`src/pkg/tick_wdog_params.svh`:
```
// offsets, field positions, reset values and timing counts of the tick/watchdog block
`ifndef TICK_WDOG_PARAMS_SVH
`define TICK_WDOG_PARAMS_SVH

// register indices; byte address is four times the index
`define TWD_IDX_TICK_CTRL 6'h14
`define TWD_IDX_TICK_FLAG 6'h15
`define TWD_IDX_WDOG_CTRL 6'h16
`define TWD_IDX_SERVICE 6'h17
`define TWD_ADDR(idx) ({(idx), 2'h0})

// tick_control fields
`define TWD_TC_IRQ_EN 7
`define TWD_TC_STOP_WAIT 6
`define TWD_TC_STOP_DBG 5
`define TWD_TC_BYPASS 4
// tick_flag field
`define TWD_TF_FLAG 7
// watchdog_monitor_control fields
`define TWD_WC_MON_EN 7
`define TWD_WC_FORCE_MON 6
`define TWD_WC_FORCE_FAIL 5
`define TWD_WC_WINDOW 4
`define TWD_WC_RST_DIS 3

// reset values
`define TWD_TICK_RATE_RST 3'h0
`define TWD_WDOG_RATE_RST 3'h7

// service values
`define TWD_SVC_ARM 8'h55
`define TWD_SVC_FIRE 8'hAA

// timing: clock rate and clock monitor delay (least time, rounded up)
`define TWD_CLK_MHZ 125
`define TWD_CM_DELAY_NS 2000
`define TWD_CM_CYCLES ((`TWD_CM_DELAY_NS * `TWD_CLK_MHZ + 999) / 1000)

`endif

```
`src/pkg/tick_wdog_pkg.sv`:
```
// types shared by the tick/watchdog block
package tick_wdog_pkg;
    // watchdog service sequence state
    typedef enum logic [1:0] {
        SVC_IDLE  = 2'b01,
        SVC_ARMED = 2'b10
    } svc_state_e;
    // cause of the last requested system reset
    typedef enum logic [1:0] {
        CAUSE_NONE   = 2'b00,
        CAUSE_CLKMON = 2'b01,
        CAUSE_WDOG   = 2'b10
    } reset_cause_e;
endpackage

```
`src/core/periodic_tick_watchdog_clock_monitor.sv`:
```
// periodic tick, windowed watchdog and clock monitor with an Avalon-MM register slave
//
// Overview of operation
// - tick rate code 0 is off; codes 1..7 divide by 2^13..2^19.
// - tick flag bit 7 sets at each tick period end, zero until then.
// - writing one to the flag bit clears it; zero leaves it.
// - tick interrupt request follows the flag while the enable bit is one.
// - stop-in-wait halts divider and watchdog in wait; write-once in normal modes.
// - stop-in-debug halts divider and watchdog in debug; write-once in normal modes.
// - bypass test bit makes first stage divide by 4; special modes only.
// - monitor detects missing reference edges using a delay independent of that clock.
// - enabled monitor failure gives clock reset or fallback; force bit overrides enable.
// - force-monitor is write-once in normal modes and keeps monitor on.
// - force-failure test bit forces watchdog and/or monitor reset per enables.
// - when both failures are forced, highest-priority reset is serviced.
// - watchdog rate 0 disables; 1..7 give 2^13,15,17,19,21,22,23; write-once in normal modes.
// - window mode allows service only in final quarter; early writes reset.
// - first value repeatable in window; second restarts count, wait next window.
// - watchdog restart does not clear the shared prescaler stage.
// - reset-disable blocks all resets; special-only, resets to one in special.
// - first then second value before time-out; others reset; reads zero.
//
// Implementation choice: the Avalon-MM register port.
`timescale 1ns/1ps
`default_nettype none
`include "tick_wdog_params.svh"

module periodic_tick_watchdog_clock_monitor (
    input wire logic ref_clk, // module clock, 125 MHz
    input wire logic rst_n, // async reset, active low
    input wire logic [7:0] avs_address, // byte address
    input wire logic avs_read, // read request
    input wire logic avs_write, // write request
    input wire logic [31:0] avs_writedata, // write data, low byte used
    input wire logic [3:0] avs_byteenable, // byte lanes
    output logic [31:0] avs_readdata, // read data
    output logic avs_waitrequest, // stall
    input wire logic special_mode, // part in a special mode
    input wire logic wait_mode, // processor in wait
    input wire logic debug_mode, // background debug active
    input wire logic loop_supply_ok, // loop supply high, sets monitor enable at reset
    input wire logic fallback_allow, // clock gen accepts fallback instead of reset
    input wire logic reference_clock, // external reference, asynchronous
    output logic tick_irq, // periodic tick interrupt request
    output logic system_reset_req, // one-cycle reset request
    output var tick_wdog_pkg::reset_cause_e reset_cause, // cause of last reset request
    output logic fallback_req // fallback clock mode request
);
    import tick_wdog_pkg::*;

    // ************************************************************
    // register state
    // ************************************************************
    logic boot_r, ack_r;
    logic tick_irq_enable_r, stop_in_wait_r, stop_in_debug_r, divider_bypass_test_r;
    logic [2:0] tick_rate_r, wdog_rate_r;
    logic tick_flag_r;
    logic monitor_enable_r, force_monitor_r, force_failure_test_r, window_mode_r;
    logic reset_disable_r;
    logic lk_wait_r, lk_dbg_r, lk_fmon_r, lk_win_r, lk_rate_r;
    logic [31:0] readdata_r;
    logic [12:0] pre_r;
    logic [10:0] chain_r, wd_cnt_r;
    svc_state_e svc_r;
    logic ref_s1_r, ref_s2_r, ref_s3_r, ref_lvl_r, cm_done_r;
    logic [8:0] cm_cnt_r;
    logic sys_rst_r, fallback_r;
    reset_cause_e cause_r;

    localparam logic [8:0] CM_LAST = 9'(`TWD_CM_CYCLES - 1);

    // low n bits of v all ones
    function automatic logic low_ones(input logic [10:0] v, input logic [2:0] n);
        logic [10:0] m;
        m = (11'h1 << n) - 11'h1;
        return (v & m) == m;
    endfunction

    // watchdog period in first-stage ticks
    function automatic logic [10:0] wd_period(input logic [2:0] code);
        logic [10:0] p;
        case (code)
            3'h1: p = 11'h001;
            3'h2: p = 11'h004;
            3'h3: p = 11'h010;
            3'h4: p = 11'h040;
            3'h5: p = 11'h100;
            3'h6: p = 11'h200;
            default: p = 11'h400;
        endcase
        return p;
    endfunction

    // ************************************************************
    // bus decode
    // ************************************************************
    logic wr_go, rd_take, wr_lane;
    logic hit_tc, hit_tf, hit_wc, hit_svc;
    logic [7:0] wd8;

    // every access answers at the second edge
    assign avs_waitrequest = (avs_read | avs_write) & ~ack_r;
    assign wr_go = avs_write & ack_r;
    assign rd_take = avs_read & ~ack_r;
    assign wr_lane = avs_byteenable[0];
    assign wd8 = avs_writedata[7:0];
    assign avs_readdata = readdata_r;

    // address decode
    always_comb begin
        hit_tc = 1'b0;
        hit_tf = 1'b0;
        hit_wc = 1'b0;
        hit_svc = 1'b0;
        if (avs_address == `TWD_ADDR(`TWD_IDX_TICK_CTRL)) begin
            hit_tc = 1'b1;
        end else if (avs_address == `TWD_ADDR(`TWD_IDX_TICK_FLAG)) begin
            hit_tf = 1'b1;
        end else if (avs_address == `TWD_ADDR(`TWD_IDX_WDOG_CTRL)) begin
            hit_wc = 1'b1;
        end else if (avs_address == `TWD_ADDR(`TWD_IDX_SERVICE)) begin
            hit_svc = 1'b1;
        end
    end

    logic w_tc, w_tf, w_wc, w_svc, norm;
    assign w_tc = wr_go & wr_lane & hit_tc;
    assign w_tf = wr_go & wr_lane & hit_tf;
    assign w_wc = wr_go & wr_lane & hit_wc;
    assign w_svc = wr_go & wr_lane & hit_svc;
    assign norm = ~special_mode;

    // handshake acknowledge
    always_ff @(posedge ref_clk or negedge rst_n) begin
        if (!rst_n) begin
            ack_r <= 1'b0;
        end else begin
            ack_r <= (avs_read | avs_write) & ~ack_r;
        end
    end

    // read data, service register reads zero, unmapped reads zero
    always_ff @(posedge ref_clk or negedge rst_n) begin
        if (!rst_n) begin
            readdata_r <= 32'h0000_0000;
        end else if (rd_take) begin
            readdata_r <= 32'h0000_0000;
            if (hit_tc) begin
                readdata_r[7:0] <= {tick_irq_enable_r, stop_in_wait_r, stop_in_debug_r,
                                    divider_bypass_test_r, 1'b0, tick_rate_r};
            end else if (hit_tf) begin
                readdata_r[`TWD_TF_FLAG] <= tick_flag_r;
            end else if (hit_wc) begin
                readdata_r[7:0] <= {monitor_enable_r, force_monitor_r, force_failure_test_r,
                                    window_mode_r, reset_disable_r, wdog_rate_r};
            end
        end
    end

    // ************************************************************
    // control registers
    // ************************************************************
    // tick control: write-once bits locked on first normal-mode write
    always_ff @(posedge ref_clk or negedge rst_n) begin
        if (!rst_n) begin
            tick_irq_enable_r <= 1'b0;
            stop_in_wait_r <= 1'b0;
            stop_in_debug_r <= 1'b0;
            divider_bypass_test_r <= 1'b0;
            tick_rate_r <= `TWD_TICK_RATE_RST;
            lk_wait_r <= 1'b0;
            lk_dbg_r <= 1'b0;
        end else if (w_tc) begin
            tick_irq_enable_r <= wd8[`TWD_TC_IRQ_EN];
            tick_rate_r <= wd8[2:0];
            if (!lk_wait_r) begin
                stop_in_wait_r <= wd8[`TWD_TC_STOP_WAIT];
            end
            if (!lk_dbg_r) begin
                stop_in_debug_r <= wd8[`TWD_TC_STOP_DBG];
            end
            if (special_mode) begin
                divider_bypass_test_r <= wd8[`TWD_TC_BYPASS];
            end
            lk_wait_r <= lk_wait_r | norm;
            lk_dbg_r <= lk_dbg_r | norm;
        end
    end

    // watchdog/monitor control; reset values caught just after reset release
    always_ff @(posedge ref_clk or negedge rst_n) begin
        if (!rst_n) begin
            boot_r <= 1'b0;
            monitor_enable_r <= 1'b0;
            force_monitor_r <= 1'b0;
            force_failure_test_r <= 1'b0;
            window_mode_r <= 1'b0;
            reset_disable_r <= 1'b1;
            wdog_rate_r <= `TWD_WDOG_RATE_RST;
            lk_fmon_r <= 1'b0;
            lk_win_r <= 1'b0;
            lk_rate_r <= 1'b0;
        end else if (!boot_r) begin
            boot_r <= 1'b1;
            monitor_enable_r <= loop_supply_ok;
            reset_disable_r <= special_mode;
        end else if (w_wc) begin
            monitor_enable_r <= wd8[`TWD_WC_MON_EN];
            if (!lk_fmon_r) begin
                force_monitor_r <= wd8[`TWD_WC_FORCE_MON];
            end
            if (!lk_win_r) begin
                window_mode_r <= wd8[`TWD_WC_WINDOW];
            end
            if (!lk_rate_r) begin
                wdog_rate_r <= wd8[2:0];
            end
            if (special_mode) begin
                force_failure_test_r <= wd8[`TWD_WC_FORCE_FAIL];
                reset_disable_r <= wd8[`TWD_WC_RST_DIS];
            end
            lk_fmon_r <= lk_fmon_r | norm;
            lk_win_r <= lk_win_r | norm;
            lk_rate_r <= lk_rate_r | norm;
        end
    end

    // ************************************************************
    // divider chain and periodic tick
    // ************************************************************
    logic halted, stage_tick, tick_fire;
    assign halted = (stop_in_wait_r & wait_mode) | (stop_in_debug_r & debug_mode);
    // first stage: 2^13, or 4 when bypassed
    assign stage_tick = ~halted & (divider_bypass_test_r ? (pre_r[1:0] == 2'h3)
                                                         : (pre_r == 13'h1FFF));
    // code k taps the chain at 2^(12+k)
    assign tick_fire = stage_tick & (tick_rate_r != 3'h0)
                     & low_ones(chain_r, 3'(tick_rate_r - 3'h1));

    // shared free-running chain, cleared by reset only
    always_ff @(posedge ref_clk or negedge rst_n) begin
        if (!rst_n) begin
            pre_r <= 13'h0000;
            chain_r <= 11'h000;
        end else if (!halted) begin
            pre_r <= pre_r + 13'h0001;
            if (stage_tick) begin
                chain_r <= chain_r + 11'h001;
            end
        end
    end

    // tick flag: set wins over a same-cycle clear
    always_ff @(posedge ref_clk or negedge rst_n) begin
        if (!rst_n) begin
            tick_flag_r <= 1'b0;
        end else if (tick_fire) begin
            tick_flag_r <= 1'b1;
        end else if (w_tf && wd8[`TWD_TF_FLAG]) begin
            tick_flag_r <= 1'b0;
        end
    end

    assign tick_irq = tick_flag_r & tick_irq_enable_r;

    // ************************************************************
    // watchdog
    // ************************************************************
    logic wd_on, wd_timeout, win_open, svc_early, svc_bad, svc_fire, wd_fail;
    logic [10:0] wd_per;
    assign wd_on = wdog_rate_r != 3'h0;
    assign wd_per = wd_period(wdog_rate_r);
    assign wd_timeout = wd_on & stage_tick & (wd_cnt_r == wd_per - 11'h001);
    // final quarter of the period; empty at the fastest rate
    assign win_open = wd_cnt_r >= (wd_per - (wd_per >> 2));
    assign svc_early = wd_on & w_svc & window_mode_r & ~win_open;
    assign svc_bad = wd_on & w_svc & (wd8 != `TWD_SVC_ARM) & (wd8 != `TWD_SVC_FIRE);
    assign svc_fire = wd_on & w_svc & (wd8 == `TWD_SVC_FIRE) & (svc_r == SVC_ARMED)
                    & ~svc_early;
    assign wd_fail = wd_timeout | svc_early | svc_bad;

    // watchdog count; restart leaves the prescaler running
    always_ff @(posedge ref_clk or negedge rst_n) begin
        if (!rst_n) begin
            wd_cnt_r <= 11'h000;
        end else if (!wd_on || svc_fire || wd_fail) begin
            wd_cnt_r <= 11'h000;
        end else if (stage_tick) begin
            wd_cnt_r <= wd_cnt_r + 11'h001;
        end
    end

    // service sequence: arm value repeatable, fire value only after arm
    always_ff @(posedge ref_clk or negedge rst_n) begin
        if (!rst_n) begin
            svc_r <= SVC_IDLE;
        end else begin
            case (svc_r)
                SVC_IDLE: begin
                    if (wd_on && w_svc && wd8 == `TWD_SVC_ARM && !svc_early) begin
                        svc_r <= SVC_ARMED;
                    end
                end
                SVC_ARMED: begin
                    if (svc_fire || wd_fail || !wd_on) begin
                        svc_r <= SVC_IDLE;
                    end
                end
                default: svc_r <= SVC_IDLE;
            endcase
        end
    end

    // ************************************************************
    // clock monitor
    // ************************************************************
    logic mon_active, ref_edge, cm_fail;
    assign mon_active = force_monitor_r | monitor_enable_r;
    assign ref_edge = (ref_s2_r == ref_s3_r) & (ref_s3_r != ref_lvl_r);
    assign cm_fail = mon_active & ~cm_done_r & (cm_cnt_r == CM_LAST) & ~ref_edge;

    // reference synchroniser and settled level
    always_ff @(posedge ref_clk or negedge rst_n) begin
        if (!rst_n) begin
            ref_s1_r <= 1'b0;
            ref_s2_r <= 1'b0;
            ref_s3_r <= 1'b0;
            ref_lvl_r <= 1'b0;
        end else begin
            ref_s1_r <= reference_clock;
            ref_s2_r <= ref_s1_r;
            ref_s3_r <= ref_s2_r;
            if (ref_s2_r == ref_s3_r) begin
                ref_lvl_r <= ref_s3_r;
            end
        end
    end

    // edge-free time counted on the module clock
    always_ff @(posedge ref_clk or negedge rst_n) begin
        if (!rst_n) begin
            cm_cnt_r <= 9'h000;
            cm_done_r <= 1'b0;
        end else if (ref_edge || !mon_active) begin
            cm_cnt_r <= 9'h000;
            cm_done_r <= 1'b0;
        end else if (cm_cnt_r != CM_LAST) begin
            cm_cnt_r <= cm_cnt_r + 9'h001;
        end else begin
            cm_done_r <= 1'b1;
        end
    end

    // ************************************************************
    // reset and fallback requests
    // ************************************************************
    logic force_go, cm_rst, wd_rst;
    assign force_go = w_wc & special_mode & wd8[`TWD_WC_FORCE_FAIL];
    assign cm_rst = (cm_fail & ~fallback_allow) | (force_go & mon_active);
    assign wd_rst = wd_fail | (force_go & wd_on);

    // clock monitor outranks the watchdog
    always_ff @(posedge ref_clk or negedge rst_n) begin
        if (!rst_n) begin
            sys_rst_r <= 1'b0;
            cause_r <= CAUSE_NONE;
        end else begin
            sys_rst_r <= ~reset_disable_r & (cm_rst | wd_rst);
            if (!reset_disable_r && cm_rst) begin
                cause_r <= CAUSE_CLKMON;
            end else if (!reset_disable_r && wd_rst) begin
                cause_r <= CAUSE_WDOG;
            end
        end
    end

    // fallback request holds until reset
    always_ff @(posedge ref_clk or negedge rst_n) begin
        if (!rst_n) begin
            fallback_r <= 1'b0;
        end else if (cm_fail && fallback_allow) begin
            fallback_r <= 1'b1;
        end
    end

    assign system_reset_req = sys_rst_r;
    assign reset_cause = cause_r;
    assign fallback_req = fallback_r;
endmodule // periodic_tick_watchdog_clock_monitor
`default_nettype wire

```
`config.mk`:
```
export PLATFORM = sky130hd
export DESIGN_NAME = periodic_tick_watchdog_clock_monitor
export DESIGN_NICKNAME = d
export VERILOG_FILES = /design/src/pkg/tick_wdog_pkg.sv /design/src/core/periodic_tick_watchdog_clock_monitor.sv
export VERILOG_INCLUDE_DIRS = /design/src /design/src/pkg
export SDC_FILE = /design/constraint.sdc
export NUM_CORES = 1
export LEC_CHECK = 0
export ABC_AREA = 0
export BUFFER_PORTS_ARGS = -buffer_cell sky130_fd_sc_hd__buf_2
export CAP_MARGIN = 20
export CELL_PAD_IN_SITES_DETAIL_PLACEMENT = 0
export CELL_PAD_IN_SITES_GLOBAL_PLACEMENT = 1
export CORE_ASPECT_RATIO = 0.6
export CORE_UTILIZATION = 45
export CTS_BUF_LIST = sky130_fd_sc_hd__clkbuf_16
export CTS_CLUSTER_DIAMETER = 60
export DETAILED_ROUTE_END_ITERATION = 8
export GPL_ROUTABILITY_DRIVEN = 1
export PLACE_DENSITY = 0.91
export REMOVE_ABC_BUFFERS = 1
export SYNTH_ARGS = -nofsm -noshare
export SYNTH_HDL_FRONTEND = slang
export SYNTH_SLANG_ARGS = --single-unit
```
`constraint.sdc`:
```
create_clock -name ref_clk -period 7.4 [get_ports ref_clk]
set_clock_uncertainty 0.2 [all_clocks]
set_input_delay 1.48 -clock ref_clk [delete_from_list [all_inputs] [get_ports ref_clk]]
set_output_delay 1.48 -clock ref_clk [all_outputs]
set_load 0.03 [all_outputs]
```
Word level (Yosys, flattened, before mapping)
Cells that the tools add are included.
{ "totals": {"reg_bits": 86, "input_bits": 54} }
{ "classes": {"add_sub_neg": 8, "magnitude_cmp": 1, "eq_ne": 29, "n_shift": 1, "n_mux": 34, "n_bitwise": 62, "reduce_logical": 33} }
{ "ops": {"columns": ["operator", "count"], "rows": [
  ["case mux 11 bit (6 select lines)", 1],
  ["== test 8 x 7 -> 1 bit, second input constant", 5],
  ["bitwise AND 1 bit", 34],
  ["adder 11 x 1 -> 11 bit, second input constant", 2],
  ["== test 11 bit", 2],
  ["two-way mux 11 bit", 2],
  ["subtractor 11 x 1 -> 11 bit, second input constant", 2],
  ["two-way mux 1 bit", 21],
  ["two-way mux 9 bit", 2],
  ["two-way mux 8 bit", 2],
  ["NOT 1 bit", 14],
  ["AND reduction 2 bit", 7],
  ["adder 13 x 1 -> 13 bit, second input constant", 1],
  ["== test 13 bit, second input constant", 1],
  ["bitwise OR 1 bit", 13],
  ["AND reduction 3 bit", 4],
  ["bitwise AND 11 bit", 1],
  ["greater-or-equal comparator 11 bit", 1],
  ["left shift 1 x 3 -> 11 bit, first input constant", 1],
  ["subtractor 11 x 9 -> 11 bit", 1],
  ["adder 9 x 1 -> 9 bit, second input constant", 1],
  ["== test 3 bit, second input constant", 3],
  ["== test 9 x 8 -> 1 bit, second input constant", 1],
  ["!= test 9 x 8 -> 1 bit, second input constant", 1],
  ["other kinds (20)", 45]
]} }

Logic depth before layout (Yosys ltp)
{ "logic_depth": {"ltp_word": 15, "depth_mapped": 18, "ltp_nobuf": 15} }

Least setup slack after synthesis
OpenSTA, ideal clock, no wires.
{ "synth_path": {"path_kind": "reg-to-reg", "startpoint": "register wdog_rate_r[2]", "endpoint": "register wd_cnt_r[0]", "setup_time_ns": 0.123, "arrival_time_ns": 3.359, "required_time_ns": 7.077, "path_slack_ns": 3.718, "stages_incl_launch_ff": 17, "period_less_slack_ns": 3.682, "cell_sequence": "dfstp_2 -> buf_2 -> buf_2 -> nand2_1 -> ha_1 -> nor4b_1 -> nor3_1 -> a21oi_1 -> nor2_1 -> a21oi_1 -> ha_1 -> a211oi_1 -> a22o_1 -> a211oi_1 -> o21ai_1 -> buf_2 -> nor3_1"} }
{ "synth_via": {"elab_chain_len": 11, "word_cells_on_any_way": 31, "cone_classes": "2 x add/sub; 1 x order compare; 7 x eq/ne; 2 x mux; 14 x bitwise; 5 x reduce/logical"} }
{ "synth_rtl": {"columns": ["element", "line_no", "source"], "rows": [
  ["from (decl)", "periodic_tick_watchdog_clock_monitor.sv:56", "logic [2:0] tick_rate_r, wdog_rate_r;"],
  ["from (signal assigned)", "periodic_tick_watchdog_clock_monitor.sv:199", "wdog_rate_r <= `TWD_WDOG_RATE_RST;"],
  ["from (signal assigned)", "periodic_tick_watchdog_clock_monitor.sv:216", "wdog_rate_r <= wd8[2:0];"],
  ["== test 3 bit (tied with other cells)", "periodic_tick_watchdog_clock_monitor.sv:82", "case (code)"],
  ["case mux 11 bit (6 select lines)", "periodic_tick_watchdog_clock_monitor.sv:82", null],
  ["subtractor 11 x 9 -> 11 bit", "periodic_tick_watchdog_clock_monitor.sv:275", "assign win_open = wd_cnt_r >= (wd_per - (wd_per >> 2));"],
  ["greater-or-equal comparator 11 bit", "periodic_tick_watchdog_clock_monitor.sv:275", null],
  ["NOT 1 bit", "periodic_tick_watchdog_clock_monitor.sv:276", "assign svc_early = wd_on & w_svc & window_mode_r & ~win_open;"],
  ["bitwise AND 1 bit", "periodic_tick_watchdog_clock_monitor.sv:276", null],
  ["NOT 1 bit", "periodic_tick_watchdog_clock_monitor.sv:279", "& ~svc_early;"],
  ["bitwise AND 1 bit", "periodic_tick_watchdog_clock_monitor.sv:278", "assign svc_fire = wd_on & w_svc & (wd8 == `TWD_SVC_FIRE) & (svc_r == SVC_ARMED)"],
  ["logical OR 1 bit", "periodic_tick_watchdog_clock_monitor.sv:286", "end else if (!wd_on || svc_fire || wd_fail) begin"],
  ["logical OR 1 bit (*)", "periodic_tick_watchdog_clock_monitor.sv:286", null],
  ["two-way mux 11 bit or nonzero test 2 bit (tied branches)", null, null],
  ["to (signal assigned)", "periodic_tick_watchdog_clock_monitor.sv:289", "wd_cnt_r <= wd_cnt_r + 11'h001;"],
  ["to (decl)", "periodic_tick_watchdog_clock_monitor.sv:63", "logic [10:0] chain_r, wd_cnt_r;"]
]} }
Every way passes the cells marked *; elsewhere a longest branch is shown, timed or not.
A chain may end at the register's enable or synchronous reset.

Worst setup path in the final report
{ "layout_path": {"startpoint": "register wdog_rate_r[2]", "endpoint": "register wd_cnt_r[3]"} }
Same word-level chain as after synthesis.

==> impl_metrics.ini <==
[synth]
synthMuxAreaShare_pct = 3.631
synth.most_common_cell = dfrtp_1
netlist_instances = 532
yosys.area_share.simple_pct = 20.69
synth_top_family_by_area = simple AND/OR/NAND/NOR gates
synth-edff-count = 0
ys_types = 68
synth_compound_area_share_pct = 12.06
ys_seq_elements = 86
synthAdderAreaFrac_pct = 6.288
yosysTopAreaCell = dfrtp_1
synthTopCellsByCount = dfrtp_1 (81), nand2_1 (40), nor2_1 (40), buf_4 (26), xnor2_1 (26)
syn-cell-area_um2 = 5134
syn_area_per_cell_um2 = 9.650
synth_xor_area_share_pct = 8.019
synth-main-ff-cell = dfrtp_1
async_flop_share_pct = 100.0
yosysWarnings = 0
ys_top_cells_by_area = dfrtp_1 (39%), ha_1 (6.1%), xnor2_1 (4.4%)
ys_seq_area_share_pct = 42.04
synth_top_area_share_pct = 39.48

[sta]
slew_violations = 0
maxSlewHeadroom_pct = 34.69
min_period_ps = 4721
setup_ws_ps = 2679
hold_violations = 0
setup_tns_ps = 0
fin_crit_sh_pct = 63.80
setup_viol = 0
fmax_ghz = 0.2118
grt_setup_unrepaired = false
worstMarginPinSlew_ps = 972.2

[layout]
nets = 644
diodes = 0
drive_gt1_share_pct = 15.96
final_cells = 709
syn_to_final_growth_pct = 10.16

[floorplanning]
rows = 29
start_util_pct = 47.48
io_pins = 92
dieWidth_um = 139.9
die_area_um2 = 11850
die_h_um = 84.74
core_um2 = 10810

[clocking]
postCtsHoldBufs = 0
cts_buffer_depth = 2
cts_made_buffers = 9
clock_latency_ps = 350
cts_tree = yes
h-tree-depth = 3
post_cts_resized = 0
cts_root_buffer = clkbuf_16
clkTransAtPathRegs_ps = 70
cts_sinks = 86
post_cts_buffers = 0

[min_path]
hp-class = register to register
min_delay_path_depth = 0

[drt]
ant_nets = 0
initialDrtViolationCount = 208
vias_per_cell = 5.480
drcViolationCount = 0
route.detailed.wl_per_inst_um = 15.06
dr.pass1.iters = 5
routed_wl_um = 10680
vias = 3885

[worst_setup_path]
worstSetupPathType = register to register
worstRegToRegCells = 14
worstSetupEndpointType = register
cp_max_fo = 23
start_kind = register
cp.required_ps = 7390
arrival_ps = 4710

[grt]
grt_usage_pct = 19.41
grt_max_degree = 87
grt_first_pass_wirelength_um = 18260
antenna_found_initial = 0
grt-ovfl-total = 0
grt_pass1_vias = 3660

[outcome]
outcome = finished, final reports clean

[placement]
portBuffers = 40
place_ws_ps = 2762
gp_congestion = 0.8482
dp.cells = 692
hpwl_um = 7869

[power]
power.density_nw_per_um2 = 196.7
peakVddDrop_mv = 0.1079
p_leak_nw = 2.603

[flow_run]
drv_cap = 0
-- power breakdown --
group          total (mW)  switching (mW)  leakage [nW]  internal (mW)
combinational       0.111          0.0683          1.32         0.0429
sequential          0.534          0.0342          1.14          0.500
clock               0.467           0.201         0.145          0.266
-- path summary, 6_finish.rpt --
path,startpoint,endpoint,slack (ps)
hold / removal,ref_s1_r,ref_s2_r,160
min in group asynchronous,rst_n,ack_r,900
hold reg to reg,ref_s1_r,ref_s2_r,160
max in group asynchronous,rst_n,svc_r[0],5430
setup reg to reg,wdog_rate_r[2],wd_cnt_r[3],2680
setup / recovery,wdog_rate_r[2],wd_cnt_r[3],2680
-- state kept, by name, indices dropped and copies added (netlist names), 2 cells and up --
register / flops
pre_r: 13
avs_readdata: 8
reset_cause: 2
tick_rate_r: 3
wd_cnt_r: 11
chain_r: 11
cm_cnt_r: 9
wdog_rate_r: 3
svc_r: 2
-- logic make-up (layout without fill, tap and decap cells) --
family / after synthesis / in the layout
AND/OR/NAND/NOR: 194 / 194
AO/OA/AOI/OAI: 95 / 95
flip-flops: 86 / 86
buffers and inverters: 65 / 80
XOR/XNOR: 47 / 47
adder cells (fa/ha/maj): 26 / 26
multiplexers: 17 / 17
other: 2 / 25
-- cell type report --
cell class,count,area (µm²)
fill,971,5157
multi-input combinational,404,2696
sequential,86,2158
timing repair buffer,42,237.7
clock buffer,9,225.2
tap,139,173.9
inverter,22,82.58
clock inverter,7,81.33
-- through the flow --
stage / util (%) / total power, mW / area, µm² / hold slack (ps)
final: 52.30 / 1.113 / 5655 / 163.8
after global routing: 52.30 / 1.162 / 5655 / 172.2
after CTS: 52.05 / 1.120 / 5628 / 165.7
after detailed placement: 49.21 / 0.6511 / 5321 / 138.0
after global placement: 49.21 / 0.6439 / 5321 / 144.6
after floorplan: - / 0.6097 / 4937 / 131.2
-- critical path: stages (launching register included) --
cell,delay (ps)
dfstp_2,780
inv_2,140
nand3_1,180
inv_1,70
ha_1,320
a21oi_1,110
or3_1,370
a221o_1,380
ha_1,230
nor3_1,260
o21ai_0,130
a21oi_1,400
a211oi_1,160
o21ai_1,730
nor3_1,110
-- per-layer routing --
layer | share of wire, % | wire length, µm | vias to the layer above | GRT usage [%]
li1 | - | - | 1908 | -
met1 | 53 | 5628 | 1883 | 29.20
met2 | 42 | 4483 | 86 | 28.36
met3 | 4.3 | 458 | 8 | 3.879
met4 | 1.0 | 107 | 0 | 4.895
met5 | 0 | 0 | - | 0
-- placed cells by master (no fill, tap or decap), types with 12 or more instances in the layout --
| cell | instances |
|---|---|
| a21oi_1 | 22 |
| buf_2 | 39 |
| conb_1 | 25 |
| dfrtp_1 | 81 |
| ha_1 | 25 |
| inv_1 | 19 |
| mux2_2 | 12 |
| nand2_1 | 40 |
| nand3_1 | 19 |
| nand4_1 | 19 |
| nor2_1 | 40 |
| nor3_1 | 19 |
| o21ai_0 | 24 |
| xnor2_1 | 26 |
| xor2_1 | 21 |
Note: power is estimated with default switching activity, not from simulation.
